### config.mk
export PLATFORM = sky130hd
export DESIGN_NAME = pds_top
export DESIGN_NICKNAME = d
export VERILOG_FILES = /design/src/pds_pkg.sv /design/src/pds_deadband.sv /design/src/pds_top.sv
export SDC_FILE = /design/constraint.sdc
export NUM_CORES = 1
export LEC_CHECK = 0
export BUFFER_PORTS_ARGS = -buffer_cell sky130_fd_sc_hd__buf_2
export CAP_MARGIN = 20
export CORE_MARGIN = 10
export CORE_UTILIZATION = 35
export DETAILED_ROUTE_END_ITERATION = 10
export PLACE_DENSITY = 0.63
export SLEW_MARGIN = 0
export SYNTH_ARGS = -nofsm -noshare
export SYNTH_HDL_FRONTEND = slang
export SYNTH_SLANG_ARGS = --single-unit
### constraint.sdc
create_clock -name mclk -period 2.8 [get_ports mclk]
set_input_delay 0.28 -clock mclk [delete_from_list [all_inputs] [get_ports mclk]]
set_output_delay 0.28 -clock mclk [all_outputs]
set_load 0.05 [all_outputs]
### src/pds_pkg.sv
package pds_pkg;
   // ----------------------------------------
   // Register map
   // ----------------------------------------
   localparam logic [1:0] ADDR_ENH = 2'h0;    // Enhanced PWM control
   localparam logic [1:0] ADDR_STEER = 2'h1;  // Pulse steering control
   localparam logic [1:0] ADDR_SHUT = 2'h2;   // Shutdown flag and live status
   localparam int ENH_RESTART_BIT = 7;        // Auto restart enable
   localparam int STEER_SYNC_BIT = 4;         // Steering sync select
   localparam int SHUT_FLAG_BIT = 7;          // Shutdown event flag
   localparam int SHUT_HALT_BIT = 4;          // Outputs held in shutdown
   localparam logic [7:0] ENH_RESET = 8'h00;
   localparam logic [7:0] STEER_RESET = 8'h01;
   localparam logic [7:0] STEER_MASK = 8'h1f; // Top three bits unimplemented

   // ----------------------------------------
   // Modes and timing
   // ----------------------------------------
   localparam logic [1:0] CCP_PWM_SEL = 2'h3; // Mode bits 3:2 for PWM
   localparam logic [1:0] CFG_SINGLE = 2'h0;  // Single output, steerable
   localparam logic [1:0] CFG_HALF = 2'h2;    // Half bridge
   localparam int TOSC_PER_TCY = 4;           // Oscillator periods per instruction cycle
   localparam int DB_W = 7;                   // Dead band count width
   localparam int DB_CNT_W = 9;               // Counter width in mclk cycles

   // Power state from the clock manager
   typedef enum logic [3:0] {
      PWR_RUN = 4'b0001,
      PWR_PRIMARY_IDLE_STATE = 4'b0010,
      PWR_LP_RUN = 4'b0100,
      PWR_SLEEP = 4'b1000
   } pds_pwr_t;

   // Shutdown and restart sequence
   typedef enum logic [2:0] {
      RS_RUN = 3'b001,
      RS_SHUT = 3'b010,
      RS_WAIT = 3'b100
   } pds_rs_t;

   // Pin group driven toward the port logic
   typedef struct packed {
      logic [3:0] own;  // Pin taken from port control
      logic [3:0] oe;   // Driver enabled
      logic [3:0] val;  // Level driven
   } pds_pins_t;

   // Shutdown drive choice per pin pair
   typedef struct packed {
      logic [1:0] ac;
      logic [1:0] bd;
   } pds_shut_cfg_t;
endpackage

### src/pds_deadband.sv
`timescale 1ns/1ns
module pds_deadband (
   // Clock and reset
   input wire logic mclk,
   input wire logic rst_b,
   // Control
   input wire logic run,
   input wire logic enable,
   input wire logic [pds_pkg::DB_W-1:0] delay_count,
   // Waveform
   input wire logic sched_in,
   output logic out_level
);
   logic prev_in;                         // Last scheduled level
   logic [pds_pkg::DB_CNT_W-1:0] cnt;     // Remaining delay in mclk cycles
   logic rise;

   assign rise = sched_in & ~prev_in;

   // Instruction cycles to mclk cycles
   function automatic logic [pds_pkg::DB_CNT_W-1:0] db_load(input logic [pds_pkg::DB_W-1:0] c);
      db_load = pds_pkg::DB_CNT_W'(c) * pds_pkg::DB_CNT_W'(pds_pkg::TOSC_PER_TCY);
   endfunction

   // ----------------------------------------
   // Delay counter
   // ----------------------------------------
   // Falls pass at once; only rises wait, and each rise restarts the count
   always_ff @(posedge mclk) begin
      if (!rst_b) begin
         prev_in <= 1'b0;
         cnt <= '0;
         out_level <= 1'b0;
      end else if (run) begin
         prev_in <= sched_in;
         if (!enable) begin
            out_level <= sched_in;
            cnt <= '0;
         end else if (!sched_in) begin
            out_level <= 1'b0;
            cnt <= '0;
         end else if (rise) begin
            cnt <= db_load(delay_count);
         end else if (cnt != '0) begin
            cnt <= cnt - 1'b1;
         end else begin
            out_level <= 1'b1;
         end
      end
   end
endmodule

### src/pds_top.sv
// Chosen here: the placing of the registers and strobed register access.
`timescale 1ns/1ns
// Summary of operation
// - Dead band only on inactive-to-active edges
// - Seven-bit count in instruction cycles
// - Active edge delayed count cycles plus one mclk
// - Auto restart clears flag when event ends
// - Waveform steerable to any pin combination
// - Steering only in single-output PWM mode
// - Enable bit routes waveform, else port
// - Low mode bits set steered polarity
// - Shutdown forces only pins taken from port
// - Sync clear: steering changes at once
// - Sync set: steering waits period start
// - Period starts when timer meets match
// - Sleep freezes state and holds outputs
// - Idle keeps clock; low power retimes timer
// - Steering register top bits read zero
// - Flag stays set while condition persists
// - Restart resumes at next period start
module pds_top (
   // Clock and reset
   input wire logic mclk,
   input wire logic rst_b,
   // Register port
   input wire logic [1:0] reg_addr,
   input wire logic [7:0] wr_data,
   input wire logic wr_stb,
   input wire logic rd_stb,
   output logic [7:0] rd_data,
   // PWM core side
   input wire logic pwm_raw,
   input wire logic [7:0] period_timer,
   input wire logic [7:0] period_match_value,
   input wire logic [3:0] ccp_mode_bits,
   input wire logic [1:0] output_config_bits,
   // Shutdown side
   input wire logic shutdown_cond,
   input wire pds_pkg::pds_shut_cfg_t shut_cfg,
   // Power management
   input wire pds_pkg::pds_pwr_t power_state,
   output logic timer_count_en,
   output logic timer_lp_clk_sel,
   // Pins
   output pds_pkg::pds_pins_t pins
);
   // ----------------------------------------
   // Declarations
   // ----------------------------------------
   logic [7:0] enhanced_pwm_control;   // Restart enable and dead band count
   logic [7:0] pulse_steering_control; // Sync select and enables as written
   logic [3:0] active_steer;           // Enables now in force
   logic shutdown_event_flag;          // Sticky shutdown status
   pds_pkg::pds_rs_t rs_state;         // Restart sequence
   pds_pkg::pds_rs_t next_rs_state;
   pds_pkg::pds_pins_t next_pins;
   logic match_q;                      // Timer match seen last cycle
   logic run;                          // High outside sleep
   logic match;
   logic period_start;
   logic pwm_sel;
   logic half_mode;
   logic steer_mode;
   logic halted;
   logic wr_enh;
   logic wr_steer;
   logic wr_shut;
   logic flag_set;
   logic flag_clr;
   logic db_a;
   logic db_b;
   logic [7:0] next_rd;

   // ----------------------------------------
   // Decode
   // ----------------------------------------
   assign run = (power_state != pds_pkg::PWR_SLEEP);
   assign match = (period_timer == period_match_value);
   assign period_start = run & match & ~match_q;
   assign pwm_sel = (ccp_mode_bits[3:2] == pds_pkg::CCP_PWM_SEL);
   assign half_mode = pwm_sel & (output_config_bits == pds_pkg::CFG_HALF);
   assign steer_mode = pwm_sel & (output_config_bits == pds_pkg::CFG_SINGLE);
   assign halted = (rs_state != pds_pkg::RS_RUN);
   assign wr_enh = wr_stb & (reg_addr == pds_pkg::ADDR_ENH);
   assign wr_steer = wr_stb & (reg_addr == pds_pkg::ADDR_STEER);
   assign wr_shut = wr_stb & (reg_addr == pds_pkg::ADDR_SHUT);

   // Shutdown level for one pin: bit 1 tri-states the driver, bit 0 level
   function automatic logic [1:0] shut_drive(input logic [1:0] cfg);
      shut_drive = cfg[1] ? 2'b00 : {1'b1, cfg[0]};
   endfunction

   // ----------------------------------------
   // Period edge
   // ----------------------------------------
   // Timer may rest on the match value for several prescaled cycles
   always_ff @(posedge mclk) begin
      if (!rst_b) begin
         match_q <= 1'b0;
      end else if (run) begin
         match_q <= match;
      end
   end

   // ----------------------------------------
   // Control registers
   // ----------------------------------------
   // Enhanced control is plain storage
   always_ff @(posedge mclk) begin
      if (!rst_b) begin
         enhanced_pwm_control <= pds_pkg::ENH_RESET;
      end else if (wr_enh) begin
         enhanced_pwm_control <= wr_data;
      end
   end

   // Steering register keeps unimplemented bits at zero
   always_ff @(posedge mclk) begin
      if (!rst_b) begin
         pulse_steering_control <= pds_pkg::STEER_RESET;
      end else if (wr_steer) begin
         pulse_steering_control <= wr_data & pds_pkg::STEER_MASK;
      end
   end

   // Enables in force: at once, or at the next period edge
   always_ff @(posedge mclk) begin
      if (!rst_b) begin
         active_steer <= pds_pkg::STEER_RESET[3:0];
      end else if (wr_steer && !wr_data[pds_pkg::STEER_SYNC_BIT]) begin
         active_steer <= wr_data[3:0];
      end else if (period_start && pulse_steering_control[pds_pkg::STEER_SYNC_BIT]) begin
         active_steer <= pulse_steering_control[3:0];
      end
   end

   // ----------------------------------------
   // Shutdown flag
   // ----------------------------------------
   // Set wins over any clear; writes cannot clear a live condition
   assign flag_set = shutdown_cond | (wr_shut & wr_data[pds_pkg::SHUT_FLAG_BIT]);
   assign flag_clr = ~shutdown_cond &
      (enhanced_pwm_control[pds_pkg::ENH_RESTART_BIT] |
       (wr_shut & ~wr_data[pds_pkg::SHUT_FLAG_BIT]));

   always_ff @(posedge mclk) begin
      if (!rst_b) begin
         shutdown_event_flag <= 1'b0;
      end else if (run) begin
         if (flag_set) begin
            shutdown_event_flag <= 1'b1;
         end else if (flag_clr) begin
            shutdown_event_flag <= 1'b0;
         end
      end
   end

   // ----------------------------------------
   // Restart sequence
   // ----------------------------------------
   always_comb begin
      next_rs_state = rs_state;
      case (rs_state)
         pds_pkg::RS_RUN: begin
            if (shutdown_event_flag) next_rs_state = pds_pkg::RS_SHUT;
         end
         pds_pkg::RS_SHUT: begin
            if (!shutdown_event_flag) next_rs_state = pds_pkg::RS_WAIT;
         end
         pds_pkg::RS_WAIT: begin
            // Resume only on a whole period
            if (shutdown_event_flag) begin
               next_rs_state = pds_pkg::RS_SHUT;
            end else if (period_start) begin
               next_rs_state = pds_pkg::RS_RUN;
            end
         end
         default: next_rs_state = pds_pkg::RS_SHUT;
      endcase
   end

   always_ff @(posedge mclk) begin
      if (!rst_b) begin
         rs_state <= pds_pkg::RS_RUN;
      end else if (run) begin
         rs_state <= next_rs_state;
      end
   end

   // ----------------------------------------
   // Dead band, one per half-bridge output
   // ----------------------------------------
   pds_deadband u_db_a (
      .mclk(mclk),
      .rst_b(rst_b),
      .run(run),
      .enable(half_mode),
      .delay_count(enhanced_pwm_control[pds_pkg::DB_W-1:0]),
      .sched_in(pwm_raw),
      .out_level(db_a)
   );

   pds_deadband u_db_b (
      .mclk(mclk),
      .rst_b(rst_b),
      .run(run),
      .enable(half_mode),
      .delay_count(enhanced_pwm_control[pds_pkg::DB_W-1:0]),
      .sched_in(~pwm_raw),
      .out_level(db_b)
   );

   // ----------------------------------------
   // Pin steering
   // ----------------------------------------
   // Pins A and C share the first pair's polarity and shutdown choice
   always_comb begin
      next_pins = '0;
      for (int i = 0; i < 4; i++) begin
         if (steer_mode) begin
            next_pins.own[i] = active_steer[i];
            next_pins.oe[i] = active_steer[i];
            next_pins.val[i] = pwm_raw ^ (i[0] ? ccp_mode_bits[0] : ccp_mode_bits[1]);
         end else if (half_mode && i < 2) begin
            next_pins.own[i] = 1'b1;
            next_pins.oe[i] = 1'b1;
            next_pins.val[i] = i[0] ? (db_b ^ ccp_mode_bits[0]) : (db_a ^ ccp_mode_bits[1]);
         end
         // Only pins taken from the port see the shutdown level
         if (halted && next_pins.own[i]) begin
            {next_pins.oe[i], next_pins.val[i]} = shut_drive(i[0] ? shut_cfg.bd : shut_cfg.ac);
         end
      end
   end

   // Outputs hold their last value through sleep
   always_ff @(posedge mclk) begin
      if (!rst_b) begin
         pins <= '0;
      end else if (run) begin
         pins <= next_pins;
      end
   end

   // ----------------------------------------
   // Power management
   // ----------------------------------------
   // Clock choice for the period timer is made outside; this only asks for it
   always_ff @(posedge mclk) begin
      if (!rst_b) begin
         timer_count_en <= 1'b0;
         timer_lp_clk_sel <= 1'b0;
      end else begin
         timer_count_en <= run;
         timer_lp_clk_sel <= (power_state == pds_pkg::PWR_LP_RUN);
      end
   end

   // ----------------------------------------
   // Read port
   // ----------------------------------------
   always_comb begin
      next_rd = 8'h00;
      case (reg_addr)
         pds_pkg::ADDR_ENH: next_rd = enhanced_pwm_control;
         pds_pkg::ADDR_STEER: next_rd = pulse_steering_control & pds_pkg::STEER_MASK;
         pds_pkg::ADDR_SHUT: begin
            next_rd[pds_pkg::SHUT_FLAG_BIT] = shutdown_event_flag;
            next_rd[pds_pkg::SHUT_HALT_BIT] = halted;
            next_rd[3:0] = active_steer;
         end
         default: next_rd = 8'h00;
      endcase
   end

   // Data stand one cycle, zero otherwise
   always_ff @(posedge mclk) begin
      if (!rst_b) begin
         rd_data <= 8'h00;
      end else begin
         rd_data <= rd_stb ? next_rd : 8'h00;
      end
   end
endmodule

==> flow_summary.ini, run 1 <==
[status]
status = finished clean

[grt]
grt_antenna_before_repair = 0
grt_pass1_vias = 3140
grt_use_met2 = 0.200
busiest_layer = met2
grt_first_pass_wirelength_microns = 15400
use_met1 = 0.166
grt_usage = 0.131
grt_max_degree = 40
gr-total-overflow = 0
met3_usage = 0.0485

[synthesis]
synthCells = 395
syn_area_sq_um = 3380
async_flop_share = 0
ys_types = 61
synth.net_count = 443
ys_ff_latch = 66
synth-edff-count = 0
dominantRegCellSynth = dfxtp_1
yosysWarningCount = 0
synth.area.top_cells = dfxtp_1 39%, mux2i_1 6.2%, xor2_1 4.4%
synth_top_area_frac = 0.391
syn_area_per_cell_sq_um = 8.56
synth.largest_area_cell = dfxtp_1
synth_seq_area_share = 0.391

[clocking]
cts-resized-gates = 0
cts.sinks = 66
clk_pin_slew_ns = 0.07
clock_latency_ns = 0.36
cts_tree = done
hold_buffers = 0
root_buffer = clkbuf_8
cts_setup_buffers = 0
htreeDepth = 3
cts_made_buffers = 9
clockBufferDepth = 2

[final_layout]
multi_input_area_sq_um = 1930
final_common_cell = buf_2
drive_above_1_share = 0.220
fillers = 947
area_growth_pct = 18.0
regArea_sq_um = 1320
final_cell_mix = 67 x buf_2, 66 x dfxtp_1, 35 x nand2_1
finalNetCount = 502
antenna_cells = 0
final_util = 0.427

[setup_path]
startpoint = u_db_b.cnt[1]
path_cells = inv_1 > ha_1 > or4b_4 > nor4_4 > a21o_1 > nor2_1 > o221a_1
start_kind = register
critical_path.slowest_cell = or4b_4
crit_fanout = 10
setup.worst_path.end_class = register
r2r-start = u_db_b.cnt[1]
crit_required_ns = 3.04
setup.worst_path.class = reg -> reg
worst_ep_arrival_time_ns = 2.48
slowest_delay_ns = 0.52

[timing]
setup_violations = 0
slew_viol_final = 0
post-route-period-util = 0.799
rsz0062_at_grt = no
worstMarginPinSlew_ns = 0.574
finalSetupTns_ns = 0
hold_slack_ns = 0.116
fmax_mhz = 447
skew_ns = 0.00846
period_needed_ns = 2.24
hold_viol_final = 0
max_slew_margin = 0.616

[route]
final_antenna_net_count = 0
num_vias = 3057
drc = 0
routed_via_density = 5.20
drtIter0Drc = 210
dr.pass1.iters = 4
drt-total-wl_microns = 9090
wl_per_cell_microns = 15.5

[floorplan]
core-area_sq_um = 9330
rows = 35
io_pins = 68
dieArea_sq_um = 14000
die_h_microns = 118
die_w_microns = 118
initial_core_util = 0.362

[power_and_ir_drop]
ir_worst_vdd_v = 0.000244
leakage_nw = 1.60
power_density_nw_per_um2 = 493

[hold_path]
min_from = power_state[3]
hold_path.class = in -> reg

[placement]
gp_congestion = 0.872
hpwlAfterDp_microns = 6820
portBuffers = 67

[flow_run]
maxCapViolations = 0
[path summary, 6_finish.rpt]
check,cells after the start,slack (ns),to
worst max-delay path,7,0.56,u_db_b.cnt[3]
worst min-delay path,2,0.12,timer_lp_clk_sel
worst max register to register,7,0.56,u_db_b.cnt[3]
worst min register to register,2,0.45,pins[2]
[per-layer routing]
layer | part of all wire | wire length, microns
met5 | 0 | 0
met2 | 0.45 | 4050
met1 | 0.47 | 4300
met4 | 0.012 | 112
met3 | 0.069 | 631
[kinds of logic (layout without fill, tap and decap cells)]
family | after synthesis | after routing | share of synthesized area
AND/OR/NAND/NOR | 152 | 152 | 0.244
buffers and inverters | 32 | 96 | 0.0389
AO/OA/AOI/OAI | 102 | 102 | 0.205
flip-flops | 66 | 66 | 0.391
multiplexers | 21 | 21 | 0.0622
XOR/XNOR | 20 | 20 | 0.0518
adder cells (fa/ha/maj) | 2 | 2 | 0.00740
[critical path: cells and delay by family, from the launching register on]
family / cells / cell delay (ns)
flip-flops: 1 / 0.34
adder cells (fa/ha/maj): 1 / 0.22
AND/OR/NAND/NOR: 3 / 0.92
buffers and inverters: 1 / 0.07
AO/OA/AOI/OAI: 2 / 0.59
[synth_stat cells (4+ instances only)]
master,n
nor2b_1,21
o21ai_1,11
nor3_1,8
nand2_1,35
nand2b_1,5
dfxtp_1,66
o221a_1,4
a21oi_1,22
nor2_1,34
o21ai_0,14
inv_1,6
clkbuf_1,20
nand3_1,21
a31oi_1,4
mux2i_1,21
a21boi_1,15
xor2_1,17
[power by group]
group	switching, mW	total, mW	internal (mW)	leakage [nW]
registers	0.0298	0.993	0.963	0.536
logic	0.153	0.260	0.107	0.982
clock network	0.394	0.711	0.317	0.0810
total	0.577	1.96	1.39	1.60
[state kept, by name, indices dropped and copies added, names as in the netlist]
register,cells
rs_state,3
shutdown_event_flag,1
pins,12
pulse_steering_control,5
u_db_b.prev_in,1
enhanced_pwm_control,8
u_db_a.cnt,9
match_q,1
u_db_b.cnt,9
u_db_a.out_level,1
timer_lp_clk_sel,1
active_steer,4
rd_data,8
u_db_a.prev_in,1
timer_count_en,1
u_db_b.out_level,1
[stage by stage]
step	instances	setup WS [ns]	area [sq um]	power, mW
finish	588	0.562	3990	1.96
global route	588	0.385	3990	2.06
CTS	588	0.572	3990	1.98
detailed placement	572	0.586	3820	1.27
global placement	572	0.659	3820	1.27
floorplan	395	0.803	3380	1.19
[cell type report]
| type | count | area share |
|---|---|---|
| multi-input cells | 297 | 0.483 |
| flip-flops and latches | 66 | 0.331 |
| repair buffers | 73 | 0.0954 |
| well taps | 129 | 0.0405 |
| clock buffers | 9 | 0.0311 |
| clock inverters | 7 | 0.0116 |
| inverters | 7 | 0.00659 |
Note: power is estimated with default switching activity, not from simulation.
==> inputs of run 2 (changes only) <==
Settings changed: PLACE_DENSITY 0.63 to 0.65.
Clock period 2.8 ns to 1.95 ns, I/O delays scaled along.
==> run 2 against run 1 <==
Against the previous run: combinational power up 61%; maximum frequency rose by 17%; critical path depth unchanged; sequential power is 43% higher; die area did not move; critical endpoint is now u_db_b.cnt[4]; setup slack worse by 0.53 ns; hold slack worse by 0.079 ns; clock power increased by 100%; utilization up 2.9 points.
==> flow_summary.ini, run 2 (synthesized netlist as in run 1, its figures left out) <==
[timing]
rsz0062_at_grt = yes
skew_ns = 0.00827
hold_slack_ns = 0.0376
final.setup.worst_slack_ns = 0.0301
period_needed_ns = 1.92
finalSetupTns_ns = 0
worstMarginPinSlew_ns = 0.528
post-route-period-util = 0.985
slew_viol_final = 0
hold_viol_final = 0
fmax_mhz = 521
setup_violations = 0
max_slew_margin = 0.645

[grt]
grt_usage = 0.133
gr-total-overflow = 0
grt_antenna_before_repair = 0
grt_pass1_vias = 3158
grt_first_pass_wirelength_microns = 15700
grt_max_degree = 37

[final_layout]
fillers = 942
finalNetCount = 522
antenna_cells = 0
final_common_cell = buf_2
largest_reg_flops = 12
final_util = 0.457
drive_above_1_share = 0.273
final_cell_mix = 67 x buf_2, 64 x dfxtp_1, 35 x nand2_1
area_growth_pct = 26.0
reg.largest.list = pins (12), u_db_a.cnt (9), u_db_b.cnt (9)
stdcell_count = 608
multi_input_area_sq_um = 1960
stdcell_area_sq_um = 4260
regArea_sq_um = 1320
top_register = pins

[floorplan]
dieArea_sq_um = 14000
initial_core_util = 0.362
core-area_sq_um = 9330
die_w_microns = 118
io_pins = 68
rows = 35
die_h_microns = 118

[clocking]
clk_pin_slew_ns = 0.08
cts_tree = done
htreeDepth = 3
root_buffer = clkbuf_8
clockBufferDepth = 2
clock_latency_ns = 0.35
cts_made_buffers = 9
cts.sinks = 66

[power_and_ir_drop]
p_sw_frac = 0.259
power_mw = 3.27
power_density_nw_per_um2 = 768
p_switching_mw = 0.847
p_clk_frac = 0.439
p_seq_frac = 0.434
leakage_nw = 1.75
ir_worst_vdd_v = 0.000386
p_int_mw = 2.43
pwr-share-comb = 0.128

[setup_path]
worst_ep_arrival_time_ns = 2.16
crit_required_ns = 2.19
path_cells = inv_2 > ha_4 > or4b_4 > nor4_4 > a21o_4 > nor2_2 > o221a_1
setup.worst_path.class = reg -> reg
start_kind = register
slowest_delay_ns = 0.48
setup.worst_path.end_class = register
crit_fanout = 6
critical_path.slowest_cell = or4b_4

[route]
num_vias = 3195
dr.pass1.iters = 4
wl_per_cell_microns = 15.5
routed_via_density = 5.25
final_antenna_net_count = 0
drt-total-wl_microns = 9440
drc = 0
drtIter0Drc = 177

[hold_path]
hold_path.class = in -> reg

[placement]
place_inst = 591
placed_area_sq_um = 3960
pre_cts_slack_ns = 0.00649
hpwlAfterDp_microns = 7130
gp_congestion = 0.870
portBuffers = 67

[status]
status = finished clean

[flow_run]
maxCapViolations = 0
## run 2: changes by cell type in the layout (fill, tap and decap cells not counted), sizes merged
cell / previous run / this run
buf: 73 / 93
bufinv: 0 / 3
clkinv: 4 / 2
clkinvlp: 3 / 0
inv: 7 / 9
## run 2: power groups by stage
stage	clock, mW	sequential, mW	combinational (mW)
6_report	1.44	1.42	0.418
5_1_grt	1.53	1.42	0.461
4_1_cts	1.48	1.42	0.410
3_5_place_dp	0	1.45	0.407
3_3_place_gp	0	1.45	0.401
2_1_floorplan	0	1.46	0.239
## run 2: worst paths after layout
path / slack [ns] / to / startpoint / depth (start not counted)
worst min-delay path: 0.04 / timer_lp_clk_sel / power_state[3] / 2
worst max register to register: 0.03 / u_db_b.cnt[4] / u_db_b.cnt[1] / 7
worst min register to register: 0.46 / pins[2] / pins[2] / 2
worst max-delay path: 0.03 / u_db_b.cnt[4] / u_db_b.cnt[1] / 7
## run 2: worst max-delay path: cells and delay by family (launching register included)
kind	cells	cell delay, ns
simple gates	3	0.85
flops	1	0.33
buf+inv	1	0.06
compound gates	2	0.46
fa+ha+maj	1	0.12
## run 2: metal layers
layer / vias to the layer above / GRT usage / part of all wire
met1: 1539 / 0.171 / 0.48
met4: 0 / 0.0502 / 0.016
met5: - / 0 / 0
met3: 13 / 0.0395 / 0.047
li1: 1572 / - / -
met2: 71 / 0.205 / 0.46
## run 2: timing repair
item | 4_1_cts | 5_1_grt
endpoints found under the setup margin | 2 | 8
cloned | 0 | 0
gates resized for setup | 0 | 14
hold buffers | 0 | 0
setup buffers | 0 | 1
pin swaps | 1 | 5
## run 2: area by class of cell
type / instances / area share
inverters: 7 / 0.00617
repair buffers: 93 / 0.126
clock buffers: 9 / 0.0291
flip-flops and latches: 66 / 0.311
clock inverters: 7 / 0.0294
multi-input cells: 297 / 0.460
well taps: 129 / 0.0379
